===== src/gsp_pkg.sv =====
// Constants and types shared by both ends of the gyro command link.
// Assumes a single 125 MHz clock in each end.
package gsp_pkg;
  localparam int CLK_PERIOD_PS = 8000;
  localparam int CMD_BITS      = 8;
  localparam int FRAME_BITS    = 16;
  localparam logic [7:0] CMD_RATE_HIGH  = 8'h80;
  localparam logic [7:0] CMD_RATE_LOW   = 8'h8e;
  localparam logic [7:0] CMD_TEMP       = 8'hb0;
  localparam logic [7:0] CMD_STATUS     = 8'hb4;
  localparam logic [7:0] CMD_DIS_ONE    = 8'h4e;
  localparam logic [7:0] ADDR_DIS_ONE   = 8'hd7;
  localparam logic [7:0] CMD_DIS_TWO    = 8'h63;
  localparam logic [7:0] ADDR_DIS_TWO   = 8'h50;
  localparam logic [7:0] CMD_DIS_THREE  = 8'h12;
  localparam logic [7:0] ADDR_DIS_THREE = 8'ha8;
  localparam logic [7:0] CMD_PROT_EN    = 8'h55;
  localparam logic [7:0] CMD_RESTART    = 8'haa;
  localparam logic [7:0] RESP_ERROR     = 8'h80;
  localparam logic [7:0] RESP_ENABLE    = 8'h00;
  localparam logic [3:0] LOW_CHECK      = 4'h5;
  localparam logic [11:0] RATE_MAX      = 12'h7f0;
  localparam logic [11:0] RATE_MIN      = 12'h810;
  localparam int SCLK_HALF_NS = 59;
  localparam int LEAD_NS      = 10;
  localparam int TAIL_NS      = 20;
  localparam int GAP_NS       = 527;
  localparam int SCLK_HALF_CYC = (SCLK_HALF_NS * 1000 + CLK_PERIOD_PS - 1)
                                 / CLK_PERIOD_PS;
  localparam int LEAD_CYC = (LEAD_NS * 1000 + CLK_PERIOD_PS - 1)
                            / CLK_PERIOD_PS;
  localparam int TAIL_CYC = (TAIL_NS * 1000 + CLK_PERIOD_PS - 1)
                            / CLK_PERIOD_PS;
  localparam int GAP_CYC  = (GAP_NS * 1000 + CLK_PERIOD_PS - 1)
                            / CLK_PERIOD_PS;
  typedef enum logic [1:0] {SEQ_IDLE, SEQ_ONE, SEQ_TWO} gsp_seq_e;
  typedef enum logic [2:0] {
    H_IDLE, H_LEAD, H_LOW, H_HIGH, H_TAIL, H_GAP
  } gsp_host_e;
endpackage


===== src/gsp_if.sv =====
// Serial pins between host and device ends.
// The testbench joins both ends through one instance.
`timescale 1ns/10ps
`default_nettype none
interface gsp_if;
  logic sclk;
  logic mosi;
  logic loadN;
  logic misoOut;
  logic misoOe;
  logic misoLine;
  assign misoLine = misoOe & misoOut;
  modport device (input sclk, input mosi, input loadN,
                  output misoOut, output misoOe);
  modport host (output sclk, output mosi, output loadN,
                input misoLine);
endinterface
`default_nettype wire


===== src/gsp_device.sv =====
// Device end: command slave of the rate sensor.
// Assumes pins arrive asynchronously; sensor inputs are on clk.
`timescale 1ns/10ps
`default_nettype none
// Functional notes
// - Rate high returns sample top eight bits
// - Rate low returns 0101 and low nibble
// - Rate high latches low nibble, same sample
// - Eight command bits in, MSB first
// - Previous result shifted out during command
// - Output released while strobe high
// - Execute only after strobe rises
// - Fewer than eight bits discarded
// - Sample on rising, change on falling
// - Rate read codes, no address
// - Temperature and status read codes
// - Disable step one, ordered, with address
// - Disable step two code and address
// - Disable step three completes disable
// - Interruption or bad address restarts sequence
// - Enable command restores protection, answers zero
// - Restart clears error only when unprotected
// - Disable and restart answer 1000 0000
// - Overload error holds until restart
// - Error pattern at startup, illegal, bad status
// - Address byte precedes command byte
// - Clamp rate to plus minus 2032
module gsp_device
  import gsp_pkg::*;
(
  input  wire logic        clk,
  input  wire logic        resetn,
  gsp_if.device            bus,
  input  wire logic [11:0] rateSample,
  input  wire logic [7:0]  temperature,
  input  wire logic [7:0]  statusByte,
  input  wire logic        sensorReady,
  input  wire logic        overloadEvent,
  output logic             protectDisabled,
  output logic             rateHalted,
  output logic             cmdStrobe,
  output logic [7:0]       cmdCode
);
  function automatic logic [11:0] clampRate(input logic [11:0] s);
    if (!s[11] && s > RATE_MAX)
      clampRate = RATE_MAX;
    else if (s[11] && s < RATE_MIN)
      clampRate = RATE_MIN;
    else
      clampRate = s;
  endfunction

  logic [2:0]  sclkSync;
  logic [2:0]  mosiSync;
  logic [2:0]  loadSync;
  logic        sclkF;
  logic        mosiF;
  logic        loadF;
  logic        sclkPrev;
  logic        loadPrev;
  logic        next_sclkF;
  logic        next_mosiF;
  logic        next_loadF;
  logic [15:0] rxShift;
  logic [4:0]  bitCnt;
  logic [7:0]  outShift;
  logic [7:0]  dataReg;
  logic [3:0]  lowLatch;
  gsp_seq_e    seqState;
  logic        next_misoOut;
  logic        next_misoOe;
  logic [15:0] next_rxShift;
  logic [4:0]  next_bitCnt;
  logic [7:0]  next_outShift;
  logic [7:0]  next_dataReg;
  logic [3:0]  next_lowLatch;
  gsp_seq_e    next_seqState;
  logic        next_protectDisabled;
  logic        next_rateHalted;
  logic        next_cmdStrobe;
  logic [7:0]  next_cmdCode;
  logic        sclkRise;
  logic        sclkFall;
  logic        loadFall;
  logic        loadRise;
  logic        rateBad;
  logic [11:0] clamped;
  logic [7:0]  cmd;
  logic [7:0]  addr;
  logic        hasAddr;
  logic        restartOk;

  assign sclkRise = sclkF & ~sclkPrev;
  assign sclkFall = ~sclkF & sclkPrev;
  assign loadFall = ~loadF & loadPrev;
  assign loadRise = loadF & ~loadPrev;
  assign clamped  = clampRate(rateSample);
  assign rateBad  = rateHalted | ~(&statusByte);
  assign cmd      = rxShift[7:0];
  assign addr     = rxShift[15:8];
  assign hasAddr  = bitCnt >= 5'(FRAME_BITS);

  always_comb
  begin
    next_sclkF = (sclkSync[2] == sclkSync[1]) ? sclkSync[1] : sclkF;
    next_mosiF = (mosiSync[2] == mosiSync[1]) ? mosiSync[1] : mosiF;
    next_loadF = (loadSync[2] == loadSync[1]) ? loadSync[1] : loadF;
  end

  always_comb
  begin
    next_misoOut         = bus.misoOut;
    next_misoOe          = ~loadF;
    next_rxShift         = rxShift;
    next_bitCnt          = bitCnt;
    next_outShift        = outShift;
    next_dataReg         = dataReg;
    next_lowLatch        = lowLatch;
    next_seqState        = seqState;
    next_protectDisabled = protectDisabled;
    next_cmdStrobe       = 1'b0;
    next_cmdCode         = cmdCode;
    restartOk            = 1'b0;
    if (loadFall)
    begin
      next_outShift = dataReg;
      next_misoOut  = dataReg[7];
      next_bitCnt   = '0;
    end
    else if (!loadF && sclkRise)
    begin
      next_rxShift = {rxShift[14:0], mosiF};
      if (bitCnt < 5'(FRAME_BITS))
        next_bitCnt = bitCnt + 5'd1;
    end
    else if (!loadF && sclkFall)
    begin
      next_outShift = {outShift[6:0], 1'b0};
      next_misoOut  = outShift[6];
    end
    if (loadRise && bitCnt >= 5'(CMD_BITS))
    begin
      next_cmdStrobe = 1'b1;
      next_cmdCode   = cmd;
      next_seqState  = SEQ_IDLE;
      next_dataReg   = RESP_ERROR;
      case (cmd)
        CMD_RATE_HIGH:
        begin
          if (!rateBad)
            next_dataReg = clamped[11:4];
          next_lowLatch = clamped[3:0];
        end
        CMD_RATE_LOW:
        begin
          if (!rateBad)
            next_dataReg = {LOW_CHECK, lowLatch};
        end
        CMD_TEMP:
          next_dataReg = temperature;
        CMD_STATUS:
          next_dataReg = statusByte;
        CMD_DIS_ONE:
        begin
          if (hasAddr && addr == ADDR_DIS_ONE)
            next_seqState = SEQ_ONE;
        end
        CMD_DIS_TWO:
        begin
          if (seqState == SEQ_ONE && hasAddr && addr == ADDR_DIS_TWO)
            next_seqState = SEQ_TWO;
        end
        CMD_DIS_THREE:
        begin
          if (seqState == SEQ_TWO && hasAddr && addr == ADDR_DIS_THREE)
            next_protectDisabled = 1'b1;
        end
        CMD_PROT_EN:
        begin
          next_protectDisabled = 1'b0;
          next_dataReg         = RESP_ENABLE;
        end
        CMD_RESTART:
          restartOk = protectDisabled;
        default:
          next_dataReg = RESP_ERROR;
      endcase
      if (!sensorReady)
        next_dataReg = RESP_ERROR;
    end
    next_rateHalted = overloadEvent | (rateHalted & ~restartOk);
  end

  always_ff @(posedge clk or negedge resetn)
  begin
    if (!resetn)
    begin
      sclkSync <= 3'h0;
      mosiSync <= 3'h0;
      loadSync <= 3'h7;
      sclkF    <= 1'b0;
      mosiF    <= 1'b0;
      loadF    <= 1'b1;
      sclkPrev <= 1'b0;
      loadPrev <= 1'b1;
    end
    else
    begin
      sclkSync <= {sclkSync[1:0], bus.sclk};
      mosiSync <= {mosiSync[1:0], bus.mosi};
      loadSync <= {loadSync[1:0], bus.loadN};
      sclkF    <= next_sclkF;
      mosiF    <= next_mosiF;
      loadF    <= next_loadF;
      sclkPrev <= sclkF;
      loadPrev <= loadF;
    end
  end

  always_ff @(posedge clk or negedge resetn)
  begin
    if (!resetn)
    begin
      bus.misoOut     <= 1'b0;
      bus.misoOe      <= 1'b0;
      rxShift         <= 16'h0000;
      bitCnt          <= 5'h00;
      outShift        <= 8'h00;
      dataReg         <= RESP_ERROR;
      lowLatch        <= 4'h0;
      seqState        <= SEQ_IDLE;
      protectDisabled <= 1'b0;
      rateHalted      <= 1'b0;
      cmdStrobe       <= 1'b0;
      cmdCode         <= 8'h00;
    end
    else
    begin
      bus.misoOut     <= next_misoOut;
      bus.misoOe      <= next_misoOe;
      rxShift         <= next_rxShift;
      bitCnt          <= next_bitCnt;
      outShift        <= next_outShift;
      dataReg         <= next_dataReg;
      lowLatch        <= next_lowLatch;
      seqState        <= next_seqState;
      protectDisabled <= next_protectDisabled;
      rateHalted      <= next_rateHalted;
      cmdStrobe       <= next_cmdStrobe;
      cmdCode         <= next_cmdCode;
    end
  end
endmodule
`default_nettype wire


===== src/flat_wrapper.sv =====
// flat-port wrapper written by rule: the top's interface ports become plain ports
module gsp_device_flat import gsp_pkg::*;
  (clk, resetn, rateSample, temperature, statusByte, sensorReady, overloadEvent, protectDisabled, rateHalted, cmdStrobe, cmdCode, bus_sclk, bus_mosi, bus_loadN, bus_misoOut, bus_misoOe);
  gsp_if bus_i ();
  input  wire logic clk;
  input  wire logic resetn;
  input  wire logic [11:0] rateSample;
  input  wire logic [7:0] temperature;
  input  wire logic [7:0] statusByte;
  input  wire logic sensorReady;
  input  wire logic overloadEvent;
  output logic protectDisabled;
  output logic rateHalted;
  output logic cmdStrobe;
  output logic [7:0] cmdCode;
  input wire logic [$bits(bus_i.sclk)-1:0] bus_sclk;
  input wire logic [$bits(bus_i.mosi)-1:0] bus_mosi;
  input wire logic [$bits(bus_i.loadN)-1:0] bus_loadN;
  output wire logic [$bits(bus_i.misoOut)-1:0] bus_misoOut;
  output wire logic [$bits(bus_i.misoOe)-1:0] bus_misoOe;
  assign bus_i.sclk = bus_sclk;
  assign bus_i.mosi = bus_mosi;
  assign bus_i.loadN = bus_loadN;
  assign bus_misoOut = bus_i.misoOut;
  assign bus_misoOe = bus_i.misoOe;
  gsp_device u_core (.clk(clk), .resetn(resetn), .bus(bus_i), .rateSample(rateSample), .temperature(temperature), .statusByte(statusByte), .sensorReady(sensorReady), .overloadEvent(overloadEvent), .protectDisabled(protectDisabled), .rateHalted(rateHalted), .cmdStrobe(cmdStrobe), .cmdCode(cmdCode));
endmodule

===== config.mk =====
export PLATFORM = sky130hd
export DESIGN_NAME = gsp_device_flat
export DESIGN_NICKNAME = d
export VERILOG_FILES = /design/src/gsp_pkg.sv /design/src/gsp_if.sv /design/src/gsp_device.sv /design/src/flat_wrapper.sv
export SDC_FILE = /design/constraint.sdc
export NUM_CORES = 1
export LEC_CHECK = 0
export ABC_AREA = 0
export BUFFER_PORTS_ARGS = -buffer_cell sky130_fd_sc_hd__buf_2
export CAP_MARGIN = 10
export CORE_ASPECT_RATIO = 0.75
export CORE_MARGIN = 1.5
export CORE_UTILIZATION = 53
export CTS_BUF_LIST = sky130_fd_sc_hd__clkbuf_8
export DETAILED_ROUTE_END_ITERATION = 10
export PLACE_DENSITY = 0.78
export SYNTH_ARGS = -nofsm -noshare
export SYNTH_HDL_FRONTEND = slang
export SYNTH_SLANG_ARGS = --single-unit

===== constraint.sdc =====
create_clock -name clk -period 1.65 [get_ports clk]
set_input_delay 0.2475 -clock clk [delete_from_list [all_inputs] [get_ports clk]]
set_output_delay 0.2475 -clock clk [all_outputs]
set_load 0.02 [all_outputs]

* Yosys cells after proc, flatten, opt, wreduce, memory -nomap -nowiden *
Cells that the tools add are included.

cells by class
  add/sub/neg operators = 1
  $lt $le $gt $ge = 5
  equality and inequality tests = 19
  muxes and demuxes = 23
  bitwise gates (word level) = 14
  reductions and logical operators = 22

operators with widths
  operator              count
  $eq 8x8->1 const B    7
  $pmux 8 s5            1
  $eq 8x7->1 const B    4
  $mux 12               2
  $mux 8                3
  $mux 7                3
  $mux 5                3
  $gt 12x11->1 const B  1
  $lt 12x12->1 const B  1
  $logic_and 1x1->1     10
  $eq 8x5->1 const B    1
  $mux 1                8
  $reduce_and 2->1      4
  $reduce_and 8->1      1
  $reduce_bool 2->1     4
  $not 1->1             7
  $add 5x1->5 const B   1
  $and 1x1->1           5
  $ge 5x4->1 const B    1
  $ge 5x5->1 const B    1
  $lt 5x5->1 const B    1
  $ne 2x1->1 const B    2
  $pmux 2 s2            1
  $eq 1x1->1            3
  7 further kinds       9

storage, ports and cells
  bits in registers = 69
  input port bits = 35
  output and inout port bits = 13
  word-level logic and storage cells = 104

* Logic depth before layout (Yosys ltp) *
  word-level depth = 7
  mapped depth = 6

* Least setup slack after synthesis *
Ideal clock, no wire load.

  path kind = reg-to-reg
  from = reg u_core.loadF
  to = reg u_core.rxShift[0]
  library setup time = 0.125 ns
  data arrival time = 1.635 ns
  required time = 1.525 ns
  setup slack = -0.110 ns
  cell stages (with the launch flop) = 4
  cell sequence = dfstp_2 nor4b_2 buf_4 mux2_2

on the way
  longest elaborated chain between the ends = 4
  elaborated cells on any way between the ends = 6
  classes of those cells = bitwise (3); reduce/logical (3)

ends and longest elaborated chain
  element                              RTL line           source
  from (decl)                          gsp_device.sv:58   logic loadF;
  from (signal assigned)               gsp_device.sv:214  loadF <= next_loadF;
  $not 1->1                            gsp_device.sv:95   assign loadFall = ~loadF & loadPrev;
  $and 1x1->1                          gsp_device.sv:95
  $not 1->1 (no source line)           --
  $reduce_and 2->1 (no source line) *  --
  to (signal assigned)                 gsp_device.sv:241  rxShift <= next_rxShift;
  to (decl)                            gsp_device.sv:64   logic [15:0] rxShift;

Every way passes the cells marked *; elsewhere a longest branch is shown, timed or not.
A chain may end at the register's enable or synchronous reset.

* Final worst setup path *
  from = reg u_core.rxShift[5]
  to = reg u_core.dataReg[7]

on the way
  longest elaborated chain between the ends = 3
  elaborated cells on any way between the ends = 7
  classes of those cells = eq/ne (5); mux (2)

ends and longest elaborated chain
  element                                   RTL line           source
  $eq 8x7->1 or $eq 8x8->1 (tied branches)  gsp_device.sv:147  case (cmd)
  $pmux 8 s5 *                              gsp_device.sv:147
  $mux 8 *                                  gsp_device.sv:188  if (!sensorReady)
  to (signal assigned)                      gsp_device.sv:244  dataReg <= next_dataReg;
  to (decl)                                 gsp_device.sv:67   logic [7:0] dataReg;

Marks and branches as above.

==> results.ini <==
[outcome]
status = complete, but fails checks
violations = negative setup slack

[synthesis]
post-synth-top-count-cell = dfrtp_1
synthTopCellsByCount = dfrtp_1, nand2_1, mux2_2
syn_inst = 274
synth_edf_count = 0
ys_seq_area_frac = 0.544
ys_ff_latch = 69
synth_cell_type_count = 56
yosysTopAreaCellShare = 0.495
yosysWarnings = 0
yosysTopAreaCell = dfrtp_1
syn_avg_cell_area_um2 = 11.6
syn_area_mm2 = 0.00319
synthTopCellsByArea = dfrtp_1, mux2_2, dfstp_2, nand2_1, mux2i_1
syn_nets = 311
synthFlopType = dfrtp_1
async_flop_share = 1.00

[placement]
hpwl_um = 5330
gp_congestion = 0.934
pre_cts_slack_ps = -145
port_buffers = 47
placed_area_mm2 = 0.00384

[global_routing]
grt_max_degree = 70
grt_pass1_vias = 2565
antenna_found_initial = 0
gr-usage-met3 = 0.0654
grt_pass1_wl_um = 12400
busiest_layer = met2
grtUsageMet2 = 0.387
use_met1 = 0.325
grt_use_total = 0.250
overflow = 0

[timing]
final.min_clock_period_ps = 1830
fin_crit_sh = 1.11
finClkSkew_ps = 6.45
rsz0062_at_grt = yes
fmax_ghz = 0.546
hold_viol = 0
max_slew.worst_pin.slew_ps = 448
setup_viol = 13
timing.final.ws_setup_ps = -182
slew_viol_final = 0
slew_headroom = 0.701

[power]
cellLeakagePower_uw = 0.00198
p_sw_uw = 1380
internal_power_uw = 3300
power_switching_share = 0.295
power_density_mw_per_mm2 = 1090
seq_power_share = 0.433
combPwrFrac = 0.245
p_clk_frac = 0.322
vdd_drop_max_v = 0.000730

[hold_path]
hold_depth = 2
hold_end = u_core.rateHalted
hp-class = input port to register
hp-start = overloadEvent

[clock_tree]
clock_path_buffers = 2
cts_tree = yes
clock-sinks = 69
clockRootBuffer = clkbuf_8
cts_buffers = 9
clock_latency_ps = 340
clkTransAtPathRegs_ps = 80
cts-htree-levels = 3

[floorplan]
die_h_um = 70.2
ioPinCount = 48
coreArea_mm2 = 0.00580
die_w_um = 92.5
die_area_mm2 = 0.00649
start_util = 0.550
rows = 24

[final_layout]
diodes = 0
fin_nets = 418
area_growth_pct = 34.7
drive_gt1_frac = 0.453
stdcell_area_mm2 = 0.00429

[critical_path]
regToRegStartpoint = u_core.rxShift[5]
rr_worst_depth = 5
endpoint_kind = register
r2r_end = u_core.dataReg[7]
critPathLaunchType = register
criticalPathCategory = register to register
r2r_slack_ps = -180
critPathRequiredTime_ps = 1920
cp.arrival_ps = 2100
cp_max_fo = 8

[flow_run]
maxCapViolations = 0

[routing]
postRouteAntennaNets = 0
drtIter0Drc = 174
route.detailed.vias_per_inst = 5.65
drc_errors = 0
num_vias = 2623
routedWlPerCell_um = 17.2
drt_pass1_iterations = 5
routed_wl_um = 7990

==> flip-flops by register name, indices dropped and copies added (netlist names), 2 cells and up <==
register         flops
u_core.lowLatch      4
u_core.sclkSync      3
u_core.cmdCode       8
u_core.loadSync      3
u_core.mosiSync      3
u_core.outShift      7
u_core.dataReg       8
u_core.seqState      2
u_core.bitCnt        5
u_core.rxShift      16
==> through the flow <==
stage                     setup TNS [ps]  instances   util  hold slack (ps)  power, uW
after floorplan                    -61.1        274      -            -48.1       2580
after global placement              -250        435  0.663              292       2950
final                              -1500        464  0.741              119       4680
after global routing               -2540        464  0.741              122       4880
after detailed placement            -586        435  0.663              296       2990
after CTS                           -472        455  0.711              100       4520
==> area by class of cell <==
class,count,area (um^2)
fill,394,1500
multi-input combinational,185,1470
inverter,7,26.3
sequential,69,1740
timing repair buffer,109,734
clock inverter,7,97.6
clock buffer,9,124
tap,78,97.6
==> cells by family after synthesis <==
group / count (synthesis) / share of synthesized area
AND/OR/NAND/NOR: 104 / 0.194
flip-flops: 69 / 0.544
AO/OA/AOI/OAI: 47 / 0.114
buffers and inverters: 20 / 0.0342
XOR/XNOR: 3 / 0.00825
adder cells (fa/ha/maj): 5 / 0.0173
multiplexers: 26 / 0.0883
==> worst max-delay path by stage <==
stage	to	start
2_1_floorplan	u_core.dataReg[7]	u_core.rxShift[3]
3_3_place_gp	u_core.protectDisabled	u_core.rxShift[3]
3_5_place_dp	u_core.protectDisabled	u_core.rxShift[3]
4_1_cts	u_core.dataReg[0]	u_core.rxShift[4]
5_1_grt	u_core.dataReg[5]	u_core.rxShift[3]
6_report	u_core.dataReg[7]	u_core.rxShift[5]
==> worst max-delay path, cell delays in order (launching register included) <==
cell      delay (ps)
dfrtp_2          440
or4b_4           570
buf_4            170
nor2_4           120
o311ai_4         170
a211o_1          290
==> per-layer routing <==
layer,part of all wire,wire [um]
met1,0.44,3470
met2,0.48,3830
met3,0.065,521
met4,0.019,155
met5,0,0
==> repair_timing <==
item / in CTS / in global routing
endpoints found under the hold margin: 66 / 0
pin swaps: 2 / 16
endpoints found under the setup margin: 9 / 18
hold buffers: 4 / 0
setup buffers: 0 / 9
gates resized for setup: 4 / 21
==> placed cells by master, fill, tap and decap left out, types with 9 or more instances in the layout <==
master    netlist  layout
a22o_1         10      10
buf_2           4      47
buf_4           1      54
clkbuf_8        1       9
dfrtp_1        63      58
mux2_2         17      17
mux2i_1         9       9
nand2_1        40      40
o21ai_0        11      11
==> power groups by stage <==
stage                     sequential [uW]  combinational [uW]  clock, uW
after CTS                            2010                 971       1540
after global placement               2020                 933          0
final                                2020                1150       1510
after global routing                 2040                1240       1590
after detailed placement             2030                 955          0
after floorplan                      2000                 576          0
No activity file was read; power rests on OpenSTA's default activity.
